==> src/motion_step_pkg.sv <==
// Purpose: Shared constants and types for the motion step trigger block
// Assumes: 250 MHz system clock, AXI4-Lite register access
// Notes:   Every offset, field code, reset value and timing count lives here

package motion_step_pkg;

  // ************************************************************
  // Register map (byte addresses; word numbers within a group block)
  // ************************************************************
  localparam int          ADDR_W        = 8;
  localparam logic [7:0]  CTRL_OFS      = 8'h00;  // Start / stop strobes
  localparam logic [7:0]  STATUS_OFS    = 8'h04;  // Busy and active group
  localparam logic [7:0]  GROUP_BASE    = 8'h10;  // First group block
  localparam logic [7:0]  GROUP_STRIDE  = 8'h10;  // One block per group
  localparam logic [1:0]  KIND_WORD     = 2'h0;   // group_kind_setting
  localparam logic [1:0]  PROP_WORD     = 2'h1;   // step_condition_property
  localparam logic [1:0]  VALUE_WORD    = 2'h2;   // step_condition_one_value

  // ************************************************************
  // Field positions
  // ************************************************************
  localparam int CTRL_START_BIT   = 0;
  localparam int CTRL_STOP_BIT    = 1;
  localparam int STATUS_BUSY_BIT  = 0;
  localparam int STATUS_GROUP_LSB = 8;

  // ************************************************************
  // Codes
  // ************************************************************
  localparam logic [1:0]  KIND_UNUSED   = 2'h0;
  localparam logic [1:0]  KIND_ABSOLUTE = 2'h1;
  localparam logic [1:0]  KIND_RELATIVE = 2'h2;
  localparam logic [3:0]  COND_UNCOND   = 4'h0;
  localparam logic [3:0]  COND_DELAY    = 4'h1;
  localparam logic [3:0]  COND_EDGE     = 4'h2;
  localparam logic [3:0]  COND_LEVEL    = 4'h3;
  localparam logic [15:0] EDGE_RISE     = 16'h0000;
  localparam logic [15:0] EDGE_FALL     = 16'h0001;
  localparam logic [15:0] EDGE_BOTH     = 16'h0002;
  localparam logic [15:0] LEVEL_HIGH    = 16'h0003;
  localparam logic [15:0] LEVEL_LOW     = 16'h0004;

  // ************************************************************
  // Reset values and bus answers
  // ************************************************************
  localparam logic [1:0]  KIND_RESET    = 2'h0;
  localparam logic [3:0]  PROP_RESET    = 4'h0;
  localparam logic [15:0] VALUE_RESET   = 16'h0000;
  localparam logic [1:0]  RESP_OKAY     = 2'h0;
  localparam logic [1:0]  RESP_SLVERR   = 2'h2;

  // ************************************************************
  // Timing
  // ************************************************************
  localparam int MS_TIME_NS    = 1000000;  // One delay unit
  localparam int CLK_PERIOD_NS = 4;        // 250 MHz
  // Least time, so round up
  localparam int TICK_CYCLES   = (MS_TIME_NS + CLK_PERIOD_NS - 1) / CLK_PERIOD_NS;

  // ************************************************************
  // Types
  // ************************************************************
  typedef struct packed {
    logic [1:0]  kind;        // Group kind code
    logic [3:0]  cond_type;   // Step condition type
    logic [15:0] cond_value;  // Step condition value
  } group_cfg_type;

  typedef enum logic [1:0] {ST_IDLE, ST_LOAD, ST_WAIT} seq_state_type;

endpackage

==> src/step_condition_check.sv <==
// Purpose: Evaluates the step condition of the active data group
// Assumes: position_step_input synchronous to sys_clk
// Notes:   arm restarts the millisecond divider and the delay count

`timescale 1ns/1ps

module step_condition_check
  import motion_step_pkg::*;
#(
  parameter int TICK_CYCLES_P = TICK_CYCLES
)(
  input  wire logic          sys_clk,
  input  wire logic          reset,
  input  wire logic          arm,
  input  wire group_cfg_type cfg,
  input  wire logic          position_step_input,
  output logic               cond_met
);

  localparam int DIV_W = $clog2(TICK_CYCLES_P + 1);

  logic [DIV_W-1:0] div_cnt;       // Cycles into current ms
  logic [DIV_W-1:0] next_div_cnt;
  logic [15:0]      elapsed;       // Whole ms since arm
  logic [15:0]      next_elapsed;
  logic             step_prev;     // Input one cycle ago
  logic             rise;
  logic             fall;
  logic [47:0]      since_arm;     // Cycles since arm, for checks only
  logic [47:0]      next_since_arm;

  // ************************************************************
  // Divider and delay count
  // ************************************************************
  // Divider restarts on arm so each delay starts on a full ms
  always_comb
  begin
    next_div_cnt   = div_cnt + 1'b1;
    next_elapsed   = elapsed;
    // Wide enough never to wrap within the longest delay
    next_since_arm = since_arm + 48'h1;
    if (arm)
    begin
      next_div_cnt   = '0;
      next_elapsed   = 16'h0000;
      next_since_arm = '0;
    end
    else if (div_cnt == DIV_W'(TICK_CYCLES_P - 1))
    begin
      next_div_cnt = '0;
      // Saturate, the longest delay fits exactly
      if (elapsed != 16'hffff)
        next_elapsed = elapsed + 16'h0001;
    end
  end

  always_ff @(posedge sys_clk or posedge reset)
  begin
    if (reset)
    begin
      div_cnt   <= '0;
      elapsed   <= 16'h0000;
      step_prev <= 1'b0;
      since_arm <= '0;
    end
    else
    begin
      div_cnt   <= next_div_cnt;
      elapsed   <= next_elapsed;
      step_prev <= position_step_input;
      since_arm <= next_since_arm;
    end
  end

  assign rise = position_step_input & ~step_prev;
  assign fall = ~position_step_input & step_prev;

  // ************************************************************
  // Condition decode
  // ************************************************************
  // Unknown types or values never fire, so a bad setting just halts
  always_comb
  begin
    cond_met = 1'b0;
    case (cfg.cond_type)
      // value ignored
      COND_UNCOND: cond_met = 1'b1;
      // whole ms waited
      COND_DELAY:  cond_met = (elapsed >= cfg.cond_value);
      COND_EDGE:
      begin
        case (cfg.cond_value)
          // rising edge only
          EDGE_RISE: cond_met = rise;
          // falling edge only
          EDGE_FALL: cond_met = fall;
          // either edge
          EDGE_BOTH: cond_met = rise | fall;
          default:   cond_met = 1'b0;
        endcase
      end
      COND_LEVEL:
      begin
        case (cfg.cond_value)
          // high level
          LEVEL_HIGH: cond_met = position_step_input;
          // low level
          LEVEL_LOW:  cond_met = ~position_step_input;
          default:    cond_met = 1'b0;
        endcase
      end
      default: cond_met = 1'b0;
    endcase
  end

  // ************************************************************
  // Checks
  // ************************************************************
  AST_UNCOND: assert property (@(posedge sys_clk) disable iff (reset)
    cfg.cond_type == COND_UNCOND |-> cond_met)
    else $error("Unconditional step did not fire");
  AST_DELAY: assert property (@(posedge sys_clk) disable iff (reset)
    cfg.cond_type == COND_DELAY
    |-> cond_met == (since_arm >= 48'(cfg.cond_value) * 48'(TICK_CYCLES_P)))
    else $error("Delay step fired at wrong time");
  AST_RISE: assert property (@(posedge sys_clk) disable iff (reset)
    cfg.cond_type == COND_EDGE && cfg.cond_value == EDGE_RISE
    |-> cond_met == (position_step_input && !$past(position_step_input)))
    else $error("Rising edge step wrong");
  AST_FALL: assert property (@(posedge sys_clk) disable iff (reset)
    cfg.cond_type == COND_EDGE && cfg.cond_value == EDGE_FALL
    |-> cond_met == (!position_step_input && $past(position_step_input)))
    else $error("Falling edge step wrong");
  AST_BOTH: assert property (@(posedge sys_clk) disable iff (reset)
    cfg.cond_type == COND_EDGE && cfg.cond_value == EDGE_BOTH
    |-> cond_met == $changed(position_step_input))
    else $error("Either edge step wrong");
  AST_HIGH: assert property (@(posedge sys_clk) disable iff (reset)
    cfg.cond_type == COND_LEVEL && cfg.cond_value == LEVEL_HIGH
    |-> cond_met == position_step_input)
    else $error("High level step wrong");
  AST_LOW: assert property (@(posedge sys_clk) disable iff (reset)
    cfg.cond_type == COND_LEVEL && cfg.cond_value == LEVEL_LOW
    |-> cond_met == !position_step_input)
    else $error("Low level step wrong");

endmodule // step_condition_check

==> src/motion_step_trigger.sv <==
// Purpose: Data group sequencer with step change trigger, AXI4-Lite regs
// Assumes: Single 250 MHz clock, position_step_input already synchronous
// Notes:   Sequence runs groups in order until an unused group or the last
//
// Local design decisions: the register offsets and the AXI4-Lite interface to the registers.

`timescale 1ns/1ps

// Functional notes
// Unconditional step ignores value, fires at once
// Delay step waits value milliseconds first
// Edge value 0 fires on rising edge
// Edge value 1 fires on falling edge
// Edge value 2 fires on either edge
// Level value 3 met while input high
// Level value 4 met while input low
// Group kind: unused, absolute, relative
// Met condition advances to next group's motion
module motion_step_trigger
  import motion_step_pkg::*;
#(
  parameter int NUM_GROUPS    = 4,
  parameter int GROUP_W       = 2,
  parameter int TICK_CYCLES_P = TICK_CYCLES
)(
  input  wire logic              sys_clk,
  input  wire logic              reset,
  input  wire logic [ADDR_W-1:0] s_axi_awaddr,
  input  wire logic              s_axi_awvalid,
  output logic                   s_axi_awready,
  input  wire logic [31:0]       s_axi_wdata,
  input  wire logic [3:0]        s_axi_wstrb,
  input  wire logic              s_axi_wvalid,
  output logic                   s_axi_wready,
  output logic [1:0]             s_axi_bresp,
  output logic                   s_axi_bvalid,
  input  wire logic              s_axi_bready,
  input  wire logic [ADDR_W-1:0] s_axi_araddr,
  input  wire logic              s_axi_arvalid,
  output logic                   s_axi_arready,
  output logic [31:0]            s_axi_rdata,
  output logic [1:0]             s_axi_rresp,
  output logic                   s_axi_rvalid,
  input  wire logic              s_axi_rready,
  input  wire logic              position_step_input,
  output logic                   motion_start,
  output logic [GROUP_W-1:0]     motion_group,
  output logic                   motion_relative
);

  // ************************************************************
  // Declarations
  // ************************************************************
  group_cfg_type        cfg [NUM_GROUPS];       // Per group settings
  group_cfg_type        next_cfg [NUM_GROUPS];
  logic                 aw_held, next_aw_held;  // Write address captured
  logic [ADDR_W-1:0]    aw_addr, next_aw_addr;
  logic                 w_held, next_w_held;    // Write data captured
  logic [31:0]          w_data, next_w_data;
  logic [3:0]           w_strb, next_w_strb;
  logic                 next_bvalid;
  logic [1:0]           next_bresp;
  logic                 next_rvalid;
  logic [31:0]          next_rdata;
  logic [1:0]           next_rresp;
  logic                 wr_go;                  // Write commits this cycle
  logic                 start_req;              // Ctrl start strobe
  logic                 stop_req;               // Ctrl stop strobe
  seq_state_type        state, next_state;
  logic [GROUP_W-1:0]   grp, next_grp;          // Active group
  logic                 next_motion_start;
  logic [GROUP_W-1:0]   next_motion_group;
  logic                 next_motion_relative;
  logic                 cond_met;               // Active condition holds

  // Merge byte lanes into an old word
  function automatic logic [31:0] merge(input logic [31:0] old, input logic [31:0] nw,
                                        input logic [3:0] strb);
    logic [31:0] res;
    res = old;
    for (int b = 0; b < 4; b++)
      if (strb[b])
        res[8*b +: 8] = nw[8*b +: 8];
    return res;
  endfunction

  // Group index of an address, NUM_GROUPS when not in a group block or on its unmapped word 3
  function automatic int group_of(input logic [ADDR_W-1:0] a);
    int idx;
    idx = int'(a[ADDR_W-1:4]) - int'(GROUP_BASE[ADDR_W-1:4]);
    if (a < GROUP_BASE || idx >= NUM_GROUPS || a[3:2] == 2'h3)
      idx = NUM_GROUPS;
    return idx;
  endfunction

  // ************************************************************
  // AXI4-Lite write channel
  // ************************************************************
  // Address and data may arrive in either order; each is held
  always_comb
  begin
    next_aw_held = aw_held;
    next_aw_addr = aw_addr;
    next_w_held  = w_held;
    next_w_data  = w_data;
    next_w_strb  = w_strb;
    next_bvalid  = s_axi_bvalid;
    next_bresp   = s_axi_bresp;
    if (s_axi_awvalid && s_axi_awready)
    begin
      next_aw_held = 1'b1;
      next_aw_addr = s_axi_awaddr;
    end
    if (s_axi_wvalid && s_axi_wready)
    begin
      next_w_held = 1'b1;
      next_w_data = s_axi_wdata;
      next_w_strb = s_axi_wstrb;
    end
    if (s_axi_bvalid && s_axi_bready)
      next_bvalid = 1'b0;
    if (wr_go)
    begin
      next_aw_held = 1'b0;
      next_w_held  = 1'b0;
      next_bvalid  = 1'b1;
      next_bresp   = (aw_addr == CTRL_OFS || group_of(aw_addr) < NUM_GROUPS) ? RESP_OKAY : RESP_SLVERR;
    end
  end

  assign s_axi_awready = ~aw_held;
  assign s_axi_wready  = ~w_held;
  assign wr_go         = aw_held & w_held & ~s_axi_bvalid;
  assign start_req     = wr_go && aw_addr == CTRL_OFS && w_strb[0] && w_data[CTRL_START_BIT];
  assign stop_req      = wr_go && aw_addr == CTRL_OFS && w_strb[0] && w_data[CTRL_STOP_BIT];

  // ************************************************************
  // Group settings, one block per group
  // ************************************************************
  for (genvar g = 0; g < NUM_GROUPS; g++)
  begin : g_cfg
    // Byte enables respected; narrow fields take the low bits
    always_comb
    begin
      logic [31:0] word;
      word        = 32'h0000_0000;
      next_cfg[g] = cfg[g];
      if (wr_go && group_of(aw_addr) == g)
      begin
        case (aw_addr[3:2])
          KIND_WORD:
          begin
            word             = merge({30'h0, cfg[g].kind}, w_data, w_strb);
            next_cfg[g].kind = word[1:0];
          end
          PROP_WORD:
          begin
            word                  = merge({28'h0, cfg[g].cond_type}, w_data, w_strb);
            next_cfg[g].cond_type = word[3:0];
          end
          VALUE_WORD:
          begin
            word                   = merge({16'h0, cfg[g].cond_value}, w_data, w_strb);
            next_cfg[g].cond_value = word[15:0];
          end
          default: next_cfg[g] = cfg[g];
        endcase
      end
    end

    always_ff @(posedge sys_clk or posedge reset)
    begin
      if (reset)
        cfg[g] <= '{kind: KIND_RESET, cond_type: PROP_RESET, cond_value: VALUE_RESET};
      else
        cfg[g] <= next_cfg[g];
    end
  end

  // ************************************************************
  // AXI4-Lite read channel
  // ************************************************************
  // One read at a time; arready drops while the answer waits
  always_comb
  begin
    next_rvalid = s_axi_rvalid;
    next_rdata  = s_axi_rdata;
    next_rresp  = s_axi_rresp;
    if (s_axi_rvalid && s_axi_rready)
      next_rvalid = 1'b0;
    if (s_axi_arvalid && s_axi_arready)
    begin
      next_rvalid = 1'b1;
      next_rdata  = 32'h0000_0000;
      next_rresp  = RESP_OKAY;
      if (s_axi_araddr == CTRL_OFS)
        next_rdata = 32'h0000_0000;  // Strobes read as zero
      else if (s_axi_araddr == STATUS_OFS)
      begin
        next_rdata[STATUS_BUSY_BIT]                       = (state != ST_IDLE);
        next_rdata[STATUS_GROUP_LSB +: GROUP_W]           = grp;
      end
      else if (group_of(s_axi_araddr) < NUM_GROUPS)
      begin
        case (s_axi_araddr[3:2])
          KIND_WORD:  next_rdata[1:0]  = cfg[group_of(s_axi_araddr)].kind;
          PROP_WORD:  next_rdata[3:0]  = cfg[group_of(s_axi_araddr)].cond_type;
          VALUE_WORD: next_rdata[15:0] = cfg[group_of(s_axi_araddr)].cond_value;
          default:    next_rresp       = RESP_SLVERR;
        endcase
      end
      else
        next_rresp = RESP_SLVERR;
    end
  end

  assign s_axi_arready = ~s_axi_rvalid;

  // Bus registers
  always_ff @(posedge sys_clk or posedge reset)
  begin
    if (reset)
    begin
      aw_held      <= 1'b0;
      aw_addr      <= '0;
      w_held       <= 1'b0;
      w_data       <= 32'h0000_0000;
      w_strb       <= 4'h0;
      s_axi_bvalid <= 1'b0;
      s_axi_bresp  <= RESP_OKAY;
      s_axi_rvalid <= 1'b0;
      s_axi_rdata  <= 32'h0000_0000;
      s_axi_rresp  <= RESP_OKAY;
    end
    else
    begin
      aw_held      <= next_aw_held;
      aw_addr      <= next_aw_addr;
      w_held       <= next_w_held;
      w_data       <= next_w_data;
      w_strb       <= next_w_strb;
      s_axi_bvalid <= next_bvalid;
      s_axi_bresp  <= next_bresp;
      s_axi_rvalid <= next_rvalid;
      s_axi_rdata  <= next_rdata;
      s_axi_rresp  <= next_rresp;
    end
  end

  // ************************************************************
  // Condition evaluation and sequencer
  // ************************************************************
  step_condition_check #(
    .TICK_CYCLES_P       (TICK_CYCLES_P)
  ) u_check (
    .sys_clk             (sys_clk),
    .reset               (reset),
    .arm                 (state == ST_LOAD),
    .cfg                 (cfg[grp]),
    .position_step_input (position_step_input),
    .cond_met            (cond_met)
  );
  // Stop wins over every state change, but a start pulse due from ST_LOAD in the same cycle still goes out
  always_comb
  begin
    next_state           = state;
    next_grp             = grp;
    next_motion_start    = 1'b0;
    next_motion_group    = motion_group;
    next_motion_relative = motion_relative;
    case (state)
      ST_IDLE:
        if (start_req && !stop_req)
        begin
          next_state = ST_LOAD;
          next_grp   = '0;
        end
      ST_LOAD:
        // kind selects motion
        if (cfg[grp].kind == KIND_ABSOLUTE || cfg[grp].kind == KIND_RELATIVE)
        begin
          next_motion_start    = 1'b1;
          next_motion_group    = grp;
          next_motion_relative = (cfg[grp].kind == KIND_RELATIVE);
          next_state           = ST_WAIT;
        end
        else
          next_state = ST_IDLE;  // Unused group ends the run
      ST_WAIT:
        // advance on condition
        if (cond_met)
        begin
          if (grp == GROUP_W'(NUM_GROUPS - 1))
            next_state = ST_IDLE;
          else
          begin
            next_grp   = grp + 1'b1;
            next_state = ST_LOAD;
          end
        end
      default: next_state = ST_IDLE;
    endcase
    if (stop_req)
      next_state = ST_IDLE;
  end

  always_ff @(posedge sys_clk or posedge reset)
  begin
    if (reset)
    begin
      state           <= ST_IDLE;
      grp             <= '0;
      motion_start    <= 1'b0;
      motion_group    <= '0;
      motion_relative <= 1'b0;
    end
    else
    begin
      state           <= next_state;
      grp             <= next_grp;
      motion_start    <= next_motion_start;
      motion_group    <= next_motion_group;
      motion_relative <= next_motion_relative;
    end
  end

  // ************************************************************
  // Checks
  // ************************************************************
  AST_KIND: assert property (@(posedge sys_clk) disable iff (reset)
    state == ST_LOAD && !stop_req
    |=> motion_start == ($past(cfg[grp].kind) != KIND_UNUSED && $past(cfg[grp].kind) != 2'h3)
        && (!motion_start || motion_relative == ($past(cfg[grp].kind) == KIND_RELATIVE)))
    else $error("Group kind not honoured");
  AST_ADVANCE: assert property (@(posedge sys_clk) disable iff (reset)
    state == ST_WAIT && cond_met && !stop_req && grp != GROUP_W'(NUM_GROUPS - 1)
    |=> state == ST_LOAD && grp == $past(grp) + 1'b1)
    else $error("Sequencer did not advance");

endmodule // motion_step_trigger

==> config.mk <==
export PLATFORM = sky130hd
export DESIGN_NAME = motion_step_trigger
export DESIGN_NICKNAME = d
export VERILOG_FILES = /design/src/motion_step_pkg.sv /design/src/step_condition_check.sv /design/src/motion_step_trigger.sv
export SDC_FILE = /design/constraint.sdc
export NUM_CORES = 1
export LEC_CHECK = 0
export BUFFER_PORTS_ARGS = -buffer_cell sky130_fd_sc_hd__buf_4
export CELL_PAD_IN_SITES_DETAIL_PLACEMENT = 1
export CELL_PAD_IN_SITES_GLOBAL_PLACEMENT = 2
export CORE_ASPECT_RATIO = 2
export CORE_MARGIN = 2
export CORE_UTILIZATION = 40
export CTS_BUF_LIST = sky130_fd_sc_hd__clkbuf_16
export CTS_CLUSTER_DIAMETER = 30
export DETAILED_ROUTE_END_ITERATION = 12
export PLACE_DENSITY = 0.84
export SYNTH_ARGS = -nofsm -noshare
export SYNTH_HDL_FRONTEND = slang
export SYNTH_HIERARCHICAL = 1
export SYNTH_SLANG_ARGS = --single-unit
==> constraint.sdc <==
create_clock -name sys_clk -period 5.7 [get_ports sys_clk]
set_clock_uncertainty 0.05 [all_clocks]
set_input_delay 0.285 -clock sys_clk [delete_from_list [all_inputs] [get_ports sys_clk]]
set_output_delay 0.285 -clock sys_clk [all_outputs]
set_load 0.05 [all_outputs]
=== Word level (Yosys, flattened, before mapping) ===
Index checks and enable logic that the tools add are counted.

* Register bits: 181
* Input port bits: 60
* Output and inout bits: 45
* Logic and storage cells: 227

* Add/subtract/negate cells: 5
* Magnitude comparators: 11
* Equality and inequality tests: 29
* Muxes and demuxes: 75
* Bitwise logic cells: 15
* Reductions and logical operators: 58

{| class="wikitable"
|+ Operators with widths
! cell !! count
|-
| 2-to-1 mux 32 bit || 21
|-
| binary-select mux 22 bit (select 2 bit) || 4
|-
| 2-to-1 mux 16 bit || 7
|-
| >= comparator 32 x 3 -> 1 bit (second input constant) || 3
|-
| NOT 32 bit || 3
|-
| 2-to-1 mux 22 bit || 4
|-
| equality test 32 x 3 -> 1 bit (second input constant) || 2
|-
| less-than comparator 32 x 4 -> 1 bit (second input constant) || 2
|-
| AND reduction 3 bit || 16
|-
| 2-to-1 mux 20 bit || 2
|-
| 2-to-1 mux 18 bit || 2
|-
| equality test 16 x 2 -> 1 bit (second input constant) || 2
|-
| equality test 32 x 2 -> 1 bit (second input constant) || 1
|-
| zero test 32 bit || 1
|-
| 2-to-1 mux 2 bit || 13
|-
| adder 18 x 1 -> 18 bit (second input constant) || 1
|-
| equality test 18 bit (second input constant) || 1
|-
| adder 16 x 1 -> 16 bit (second input constant) || 1
|-
| equality test 16 x 1 -> 1 bit (second input constant) || 1
|-
| equality test 16 x 3 -> 1 bit (second input constant) || 1
|-
| >= comparator 16 bit || 1
|-
| zero test 16 bit || 1
|-
| zero test 8 bit || 2
|-
| less-than comparator 8 x 5 -> 1 bit (second input constant) || 2
|-
| other kinds (34) || 99
|}

=== Longest topological paths before layout ===
Gate-level depths: netlist of the first run.

* Depth in word-level cells: 21
* Depth in mapped cells: 15
* Gate-level depth less buffers: 12

=== Modules after synthesis ===
Netlist of the first run, hierarchy kept.

{| class="wikitable"
|+ By module, submodules not included
! module !! times used !! cells each !! area each (sq um) !! seq. area each (sq um)
|-
| motion_step_trigger || 1 || 558 || 7,268.2 || 3,603.5
|-
| step_condition_check || 1 || 268 || 2,384.8 || 875.8
|}

=== Least setup slack after synthesis of the first run ===
No wires, ideal clock.

* Kind: reg2reg
* Start: register grp[0]
* End: register grp[0]
* Setup time: 0.125 ns
* Data arrival time: 3.662 ns
* Required time: 5.525 ns
* Path slack: 1.863 ns
* Stages on the path, launching flop included: 16
* Path buffers: 3
* Period minus slack after synthesis: 3.837 ns
* Path through: dfrtp_1 -> clkbuf_1 -> buf_1 -> buf_2 -> mux4_2 -> inv_1 -> ha_1 -> nand4_1 -> or4_1 -> a221oi_1 -> o31ai_1 -> o21ai_0 -> nand3b_1 -> a21o_1 -> a21o_1 -> mux2_2

* Longest elaborated chain between the ends: 9
* Elaborated cells between the ends (all ways): 25
* Classes of those cells: add/sub (1); order compare (1); eq/ne (10); mux (9); bitwise (1); reduce/logical (3)

{| class="wikitable"
|+ Ends and longest elaborated chain
! element !! RTL line !! RTL
|-
| from (decl) || motion_step_trigger.sv:70 || <nowiki>logic [GROUP_W-1:0] grp, next_grp;</nowiki>
|-
| from (signal assigned) || motion_step_trigger.sv:320 || <nowiki>grp <= next_grp;</nowiki>
|-
| NOT 2 -> 3 bit (not written as such) * || motion_step_trigger.sv:259 || <nowiki>.cfg (cfg[grp]),</nowiki>
|-
| binary-select mux 22 bit (select 2 bit) * || motion_step_trigger.sv:259 ||
|-
| 2-to-1 mux 22 bit * (2 in a row) || -- ||
|-
| branches (longest 2 deep; another with >= comparator 16 bit) || -- ||
|-
| one-hot mux 1 bit (4 select lines) * || step_condition_check.sv:85 || <nowiki>case (cfg.cond_type)</nowiki>
|-
| via cond_met || motion_step_trigger.sv:74 || <nowiki>logic cond_met;</nowiki>
|-
| inequality test 2 bit (no source line) * || -- ||
|-
| AND reduction 4 bit (no source line) * || -- ||
|}

Mark *: on every way through the listed nets, which the timed path passes. The select of a mux whose other input is x is not followed.
A chain may end at the register's enable or synchronous reset.

=== Worst setup path in the final report of the first run ===
* Start: register grp[1]
* End: register grp[0]

The elaborated chain is that of the path after synthesis.

==> results of run 1 <==
==> synthesized netlist by cell type, types with 4 or more instances <==
cell type / n
sky130_fd_sc_hd__xor2_1: 9
sky130_fd_sc_hd__nor2b_1: 6
sky130_fd_sc_hd__and4_1: 4
sky130_fd_sc_hd__ha_1: 28
sky130_fd_sc_hd__inv_1: 40
sky130_fd_sc_hd__buf_4: 19
sky130_fd_sc_hd__clkbuf_1: 18
sky130_fd_sc_hd__o21ai_0: 21
sky130_fd_sc_hd__nor2_1: 46
sky130_fd_sc_hd__nand4_1: 9
sky130_fd_sc_hd__nand3_1: 17
sky130_fd_sc_hd__a221oi_1: 6
sky130_fd_sc_hd__or3_1: 10
sky130_fd_sc_hd__mux2_2: 122
sky130_fd_sc_hd__nand2_1: 64
sky130_fd_sc_hd__nand2b_1: 5
sky130_fd_sc_hd__buf_2: 5
sky130_fd_sc_hd__nor4_1: 9
sky130_fd_sc_hd__mux2i_1: 25
sky130_fd_sc_hd__o31ai_1: 9
sky130_fd_sc_hd__xnor2_1: 13
sky130_fd_sc_hd__buf_6: 4
sky130_fd_sc_hd__nor2_2: 4
sky130_fd_sc_hd__a21oi_1: 23
sky130_fd_sc_hd__nor3_1: 9
sky130_fd_sc_hd__a21o_1: 5
sky130_fd_sc_hd__nand3b_1: 8
sky130_fd_sc_hd__or4_1: 8
sky130_fd_sc_hd__mux4_2: 23
sky130_fd_sc_hd__dfrtp_1: 179
sky130_fd_sc_hd__a32o_1: 10
==> final cells by class <==
class,instances,area (um2),area share
clock inverter,15,142.6,0.01274
sequential,179,4479,0.4000
clock buffer,17,425.4,0.03799
timing repair buffer,103,838.3,0.07486
inverter,41,158.9,0.01419
multi-input combinational,574,4795,0.4282
tap,287,359.1,0.03207
==> worst register-to-register path: cells and delay by family, from the launching register on <==
kind / cells / cell delay [ps]
AO/OA/AOI/OAI: 5 / 870
buffers and inverters: 1 / 80
multiplexers: 2 / 950
AND/OR/NAND/NOR: 3 / 850
flip-flops: 1 / 900
adder cells (fa/ha/maj): 1 / 160
==> flip-flops by register name, summed over array words and instances (netlist names), 2 cells and up <==
signal,count
aw_addr,8
state,2
u_check/div_cnt,18
cfg,88
w_strb,2
motion_group,2
s_axi_rdata,16
w_data,16
grp,2
u_check/elapsed,16
==> stage by stage <==
stage	instance area, um2	cells	util	hold slack, ps
2_1_floorplan	9717	843	-	266.4
3_3_place_gp	10370	1158	0.4353	322.8
3_5_place_dp	10370	1158	0.4353	329.4
5_1_grt	11200	1216	0.4701	17.02
6_report	11200	1216	0.4701	32.05
4_1_cts	11200	1216	0.4701	1.714
==> kinds of logic (layout without fill, tap and decap cells) <==
group / Yosys count / in the layout / synth area share
buffers and inverters: 90 / 176 / 0.04614
AND/OR/NAND/NOR: 226 / 226 / 0.1257
adder cells (fa/ha/maj): 28 / 28 / 0.03629
other: 1 / 18 / 0.0003885
flip-flops: 179 / 179 / 0.4640
XOR/XNOR: 22 / 22 / 0.01996
AO/OA/AOI/OAI: 107 / 107 / 0.08088
multiplexers: 173 / 173 / 0.2266
==> how the worst max path moves through the flow <==
stage,from,endpoint,slack [ps]
after floorplan,reset,aw_addr[0]$_DFFE_PP0P_,1500
after global placement,grp[1]$_DFFE_PP0P_,grp[0]$_DFFE_PP0P_,1720
after detailed placement,grp[0]$_DFFE_PP0P_,grp[0]$_DFFE_PP0P_,1650
after CTS,grp[0]$_DFFE_PP0P_,grp[0]$_DFFE_PP0P_,1640
after global routing,grp[0]$_DFFE_PP0P_,grp[0]$_DFFE_PP0P_,1380
final,grp[1]$_DFFE_PP0P_,grp[0]$_DFFE_PP0P_,1710
==> power groups by stage <==
stage | Clock, W | Combinational, W | Sequential (W)
3_5_place_dp | 0 | 0.00113 | 0.00194
2_1_floorplan | 0 | 0.000852 | 0.00185
6_report | 0.00116 | 0.00114 | 0.00192
3_3_place_gp | 0 | 0.00110 | 0.00192
5_1_grt | 0.00123 | 0.00126 | 0.00198
4_1_cts | 0.00119 | 0.00116 | 0.00193
==> per-layer routing <==
layer	up-vias	share of wire	global-route usage
met5	-	0	0
met4	0	0.038	0.09795
met3	54	0.025	0.03626
met2	123	0.58	0.4230
met1	3581	0.36	0.2233
li1	3165	-	-
==> repair_timing <==
action,CTS,global route
hold endpoints to repair,43,0
hold buffers,26,0
gates resized for setup,0,0
buffers inserted,0,0
setup endpoints to repair,0,0
==> results_dict.tcl, run 1 <==
set metrics [dict create \
    critical_path.reg2reg.startpoint "grp[1]$_DFFE_PP0P_" \
    detailedPlacementHpwl_um 19060 \
    grt_pass1_vias 7698 \
    clk_path_buf_depth 2 \
    max_slew_margin 0.3069 \
    total_number_of_yosys_warnings 6 \
    grt_usage 0.2184 \
    grt_max_degree 97 \
    worst_ir_drop_on_vdd_uv 248.2 \
    antenna_found_initial 0 \
    worst_tran_pin_value_ps 1037 \
    drt-initial-drc-count 215 \
    fin_ws_ps 1708 \
    power.sequential.fraction 0.456 \
    finalSetupTns_ps 0 \
    ff2ff_path_depth 12 \
    yosys.area.top_type_share 0.4640 \
    dp_worst_slack_ps 1649 \
    insertion_delay_ps 450 \
    nNetsFinal 1004 \
    num_vias 6923 \
    cellPowerDensity_mw_per_mm2 377.0 \
    cts.root.buffer_cell "sky130_fd_sc_hd__clkbuf_16" \
    worst_path_largest_cell_delay_ps 900 \
    r2r_setup_slack_ps 1710 \
    place.gp.congestion 0.8284 \
    fp-row-count 80 \
    hold-path-cell-count 2 \
    totalPowerFinal_w 0.004221 \
    portBuffers 68 \
    timing.rr.end "grp[0]$_DFFE_PP0P_" \
    synth_top_flop_cell "sky130_fd_sc_hd__dfrtp_1" \
    timing.hold.worst_endpoint "w_data[13]$_DFFE_PP0P_" \
    ios 105 \
    routed_wire_length_per_instance_um 21.55 \
    ys_top_cells_by_area "sky130_fd_sc_hd__dfrtp_1 (46%), sky130_fd_sc_hd__mux2_2 (14%), sky130_fd_sc_hd__mux4_2 (5.4%)" \
    synth_enable_flop_cells 0 \
    critical_path_required_ps 5970 \
    drive_gt1_frac 0.3014 \
    cts.sinks 179 \
    rsz0062_at_grt "false" \
    p_int_w 0.002785 \
    floorplan.initialDensity 0.4052 \
    mappedNetlistArea_mm2 0.009653 \
    sw_frac_of_total 0.3402 \
    crit_fanout 14 \
    synth_sequential_area_ratio 0.4640 \
    asr_flop_ratio_synth 1.000 \
    antenna_cells 0 \
    detail-route-antenna-nets 0 \
    worstPathBufferInverterCount 1 \
    fmaxAchievable_mhz 250.5 \
    total_die_area_mm2 0.02547 \
    ys_ff_latch 179 \
    final_hold_viol_count 0 \
    ctsHtreeMaxLevel 4 \
    crit_path_end_kind "flip-flop" \
    drt-pass1-iter-count 4 \
    dieWidth_um 113.8 \
    cts_tree "yes" \
    syn_inst 826 \
    critical_path_cell_count 12 \
    startpoint_type "flip-flop" \
    grt_first_pass_wirelength_um 42020 \
    clk_pin_slew_worst_setup_hold_paths_ps 70 \
    route.final.wire_length_um 26210 \
    drv_slew 0 \
    timing_worst_setup_path_type "flip-flop to flip-flop" \
    power.switching_w 0.001436 \
    die_h_um 223.7 \
    numCtsBuffers 17 \
    final_min_period_over_clock_period 0.7003 \
    cp_cell_sequence "mux4_2, inv_1, ha_1, nand4_1, or4_1, a221oi_1, o31ai_1, o21ai_0, nand3b_1, a21o_1, a21o_1, mux2_2" \
    pwr-share-comb 0.270 \
    holdCritStartpoint "s_axi_wdata[13]" \
    crit_top_cell "sky130_fd_sc_hd__a21o_1" \
    cp_slowest_cell "sky130_fd_sc_hd__dfrtp_1" \
    final_cell_mix "sky130_fd_sc_hd__dfrtp_1 (179), sky130_fd_sc_hd__mux2_2 (122), sky130_fd_sc_hd__buf_4 (77), sky130_fd_sc_hd__nand2_1 (64), sky130_fd_sc_hd__nor2_1 (46)" \
    finalWorstPathRequiredPeriod_ps 3992 \
    total_leakage_power_nw 5.215 \
    cp.arrival_ps 4260 \
    setup_viol 0 \
    synth_cell_types 75 \
    max-cap-violations 0 \
    clockPowerShare 0.274 \
    mean_post_synth_cell_area_um2 11.69 \
    grt_remaining_overflow 0 \
    fill_cells 2564 \
    most_common_cell_after_layout_fill_and_taps_aside "sky130_fd_sc_hd__dfrtp_1" \
    outcome "completed" \
    avgViaCountPerCell 5.693 \
    flow.area_growth_from_synthesis_pct 16.01 \
    drc_violation_count_after_routing 0 \
    min_path_type "input pin to flip-flop" \
    critical_path.top_delay_family "multiplexers" \
    fp.coreArea_mm2 0.02382 \
    synth_largest_area_cell "sky130_fd_sc_hd__dfrtp_1" \
]
Power figures use the tool's default switching activity.
==> run 2, diff against run 1 <==
Clock period 5.7 ns to 3.9 ns, I/O delays scaled along.
==> run 2 against run 1 <==
Effect of this change:
- sequential share of layout area is 0.40 points lower
- flip-flop and latch count stayed put
- via count hardly changed
- hold slack better by 150 ps
- die area stayed put
- first-iteration DRC count is 50% higher
- sequential power is 46% higher
- power is 44% higher
- clock power is 38% higher
- register-to-register slack worse by 1400 ps
- routed wire length is 0.87% higher
- largest cell class unchanged
==> results_dict.tcl, run 2 (synthesis gave the netlist of run 1 again) <==
set metrics [dict create \
    registers.top_by_ff_count "cfg" \
    avgViaCountPerCell 5.633 \
    timing.hold.worst_endpoint "s_axi_rvalid$_DFFE_PP0P_" \
    critical_path.reg2reg.startpoint "grp[0]$_DFFE_PP0P_" \
    r2r_setup_slack_ps 280 \
    fmaxAchievable_mhz 276.4 \
    nNetsFinal 1018 \
    die_h_um 223.7 \
    timing_worst_setup_path_type "flip-flop to flip-flop" \
    finalWorstPathRequiredPeriod_ps 3618 \
    grt_pass1_vias 7774 \
    worst_tran_pin_value_ps 1047 \
    antenna_cells 0 \
    drt-initial-drc-count 323 \
    cts_tree "yes" \
    worst_ir_drop_on_vdd_uv 352.0 \
    final_min_period_over_clock_period 0.9276 \
    largest_register_ffs 88 \
    crit_path_end_kind "flip-flop" \
    timing.rr.end "grp[0]$_DFFE_PP0P_" \
    ctsHtreeMaxLevel 4 \
    startpoint_type "flip-flop" \
    ff2ff_path_depth 12 \
    outcome "completed" \
    min_path_type "input pin to flip-flop" \
    fp-row-count 80 \
    clk_pin_slew_worst_setup_hold_paths_ps 70 \
    grt_first_pass_wirelength_um 42540 \
    antenna_found_initial 0 \
    dieWidth_um 113.8 \
    most_common_cell_after_layout_fill_and_taps_aside "sky130_fd_sc_hd__dfrtp_1" \
    final_core_util 0.4748 \
    place.gp.congestion 0.8579 \
    drv_slew 0 \
    max-cap-violations 0 \
    dp_worst_slack_ps 329.3 \
    floorplan.initialDensity 0.4052 \
    critical_path_required_ps 4190 \
    cp_cell_sequence "buf_4, mux4_2, inv_1, ha_1, a21oi_1, o21ai_0, a2111o_1, o31ai_1, o21ai_0, nand3b_1, nor3b_1, mux2_2" \
    detail-route-antenna-nets 0 \
    finalSetupTns_ps 0 \
    clk_path_buf_depth 2 \
    cp_slowest_cell "sky130_fd_sc_hd__mux4_2" \
    ios 105 \
    total_die_area_mm2 0.02547 \
    worst_path_largest_cell_delay_ps 560 \
    drt-pass1-iter-count 4 \
    final_hold_viol_count 0 \
    cts.root.buffer_cell "sky130_fd_sc_hd__clkbuf_16" \
    holdCritStartpoint "s_axi_arvalid" \
    fill_cells 2514 \
    grt_max_degree 77 \
    drive_gt1_frac 0.3065 \
    numCtsBuffers 17 \
    total_leakage_power_nw 5.266 \
    portBuffers 68 \
    final_cell_mix "sky130_fd_sc_hd__dfrtp_1 (179), sky130_fd_sc_hd__mux2_2 (122), sky130_fd_sc_hd__buf_4 (83), sky130_fd_sc_hd__nand2_1 (64), sky130_fd_sc_hd__nor2_1 (46)" \
    crit_fanout 6 \
    grt_usage 0.2202 \
    cellPowerDensity_mw_per_mm2 538.3 \
    detailedPlacementHpwl_um 19410 \
    route.final.wire_length_um 26440 \
    top_regs "cfg: 88 flops, u_check/div_cnt: 18 flops" \
    max_slew_margin 0.3007 \
    grt_remaining_overflow 0 \
    critical_path.top_delay_family "compound AO/OA/AOI/OAI gates" \
    num_vias 6929 \
    flow.area_growth_from_synthesis_pct 17.17 \
    worstPathBufferInverterCount 2 \
    fin_ws_ps 282.3 \
    routed_wire_length_per_instance_um 21.49 \
    rsz0062_at_grt "false" \
    crit_top_cell "sky130_fd_sc_hd__o21ai_0" \
    drc_violation_count_after_routing 0 \
    fp.coreArea_mm2 0.02382 \
    cp.arrival_ps 3900 \
    hold-path-cell-count 4 \
    insertion_delay_ps 460 \
    cts.sinks 179 \
    setup_viol 0 \
]
run 2: changes by cell type in the layout (fill, tap and decap cells not counted):
| cell | change |
|---|---|
| sky130_fd_sc_hd__clkinv_2 | -1 |
| sky130_fd_sc_hd__bufinv_16 | -2 |
| sky130_fd_sc_hd__inv_8 | +1 |
| sky130_fd_sc_hd__clkinv_4 | +1 |
| sky130_fd_sc_hd__dlygate4sd3_1 | +6 |
| sky130_fd_sc_hd__buf_4 | +6 |
| sky130_fd_sc_hd__inv_1 | -1 |
| sky130_fd_sc_hd__buf_12 | +2 |
| sky130_fd_sc_hd__clkinvlp_4 | +1 |
| sky130_fd_sc_hd__inv_6 | +1 |
run 2: worst reg2reg max path, cell delays in order, from the launching register on:
cell,delay [ps]
sky130_fd_sc_hd__dfrtp_1,520
sky130_fd_sc_hd__buf_4,250
sky130_fd_sc_hd__mux4_2,560
sky130_fd_sc_hd__inv_1,90
sky130_fd_sc_hd__ha_1,250
sky130_fd_sc_hd__a21oi_1,170
sky130_fd_sc_hd__o21ai_0,130
sky130_fd_sc_hd__a2111o_1,430
sky130_fd_sc_hd__o31ai_1,360
sky130_fd_sc_hd__o21ai_0,210
sky130_fd_sc_hd__nand3b_1,150
sky130_fd_sc_hd__nor3b_1,70
sky130_fd_sc_hd__mux2_2,260
run 2: power by group:
| group | switching (W) | internal, W |
|---|---|---|
| Clock | 0.000780 | 0.000820 |
| Sequential | 0.000492 | 0.00231 |
| Combinational | 0.000850 | 0.000834 |
| Total | 0.00212 | 0.00397 |
run 2: how the worst max path moves through the flow:
stage	start	endpoint	slack, ps	cells after the start
after global placement	grp[0]$_DFFE_PP0P_	grp[0]$_DFFE_PP0P_	400	12
final	grp[0]$_DFFE_PP0P_	grp[0]$_DFFE_PP0P_	280	12
after global routing	grp[0]$_DFFE_PP0P_	grp[0]$_DFFE_PP0P_	150	13
after CTS	grp[0]$_DFFE_PP0P_	grp[0]$_DFFE_PP0P_	310	12
after floorplan	grp[0]$_DFFE_PP0P_	grp[0]$_DFFE_PP0P_	60	15
after detailed placement	grp[0]$_DFFE_PP0P_	grp[0]$_DFFE_PP0P_	330	12
run 2: routing by layer:
metal  wire (um)  vias up  track usage  share of wire
li1            -     3184            -              -
met5           0        -            0              0
met3         629       46      0.03463          0.024
met4         774        0      0.09087          0.029
met2       15400      118       0.4257           0.58
met1        9632     3581       0.2308           0.36
run 2: what timing repair did:
action | CTS | global route
setup buffers | 0 | 0
endpoints found under the hold margin | 108 | 0
hold buffers | 32 | 0
gates resized for setup | 0 | 0
endpoints found under the setup margin | 0 | 0
run 2: cell type report:
| type | count | area [um2] | area share |
|---|---|---|---|
| clock inverter | 15 | 111.4 | 0.009845 |
| clock buffer | 17 | 425.4 | 0.03761 |
| inverter | 41 | 157.7 | 0.01394 |
| sequential | 179 | 4479 | 0.3960 |
| tap | 287 | 359.1 | 0.03175 |
| multi-input combinational | 574 | 4795 | 0.4239 |
| timing repair buffer | 117 | 983.4 | 0.08695 |
run 2: metrics by stage:
stage | cell area, um2 | total power (W) | std cells | hold slack (ps)
after floorplan | 9721 | 0.003947 | 843 | 176.4
after global placement | 10450 | 0.004411 | 1166 | 295.8
after detailed placement | 10450 | 0.004505 | 1166 | 300.3
after CTS | 11310 | 0.006168 | 1230 | 172.4
after global routing | 11310 | 0.006440 | 1230 | 241.9
final | 11310 | 0.006088 | 1230 | 179.3
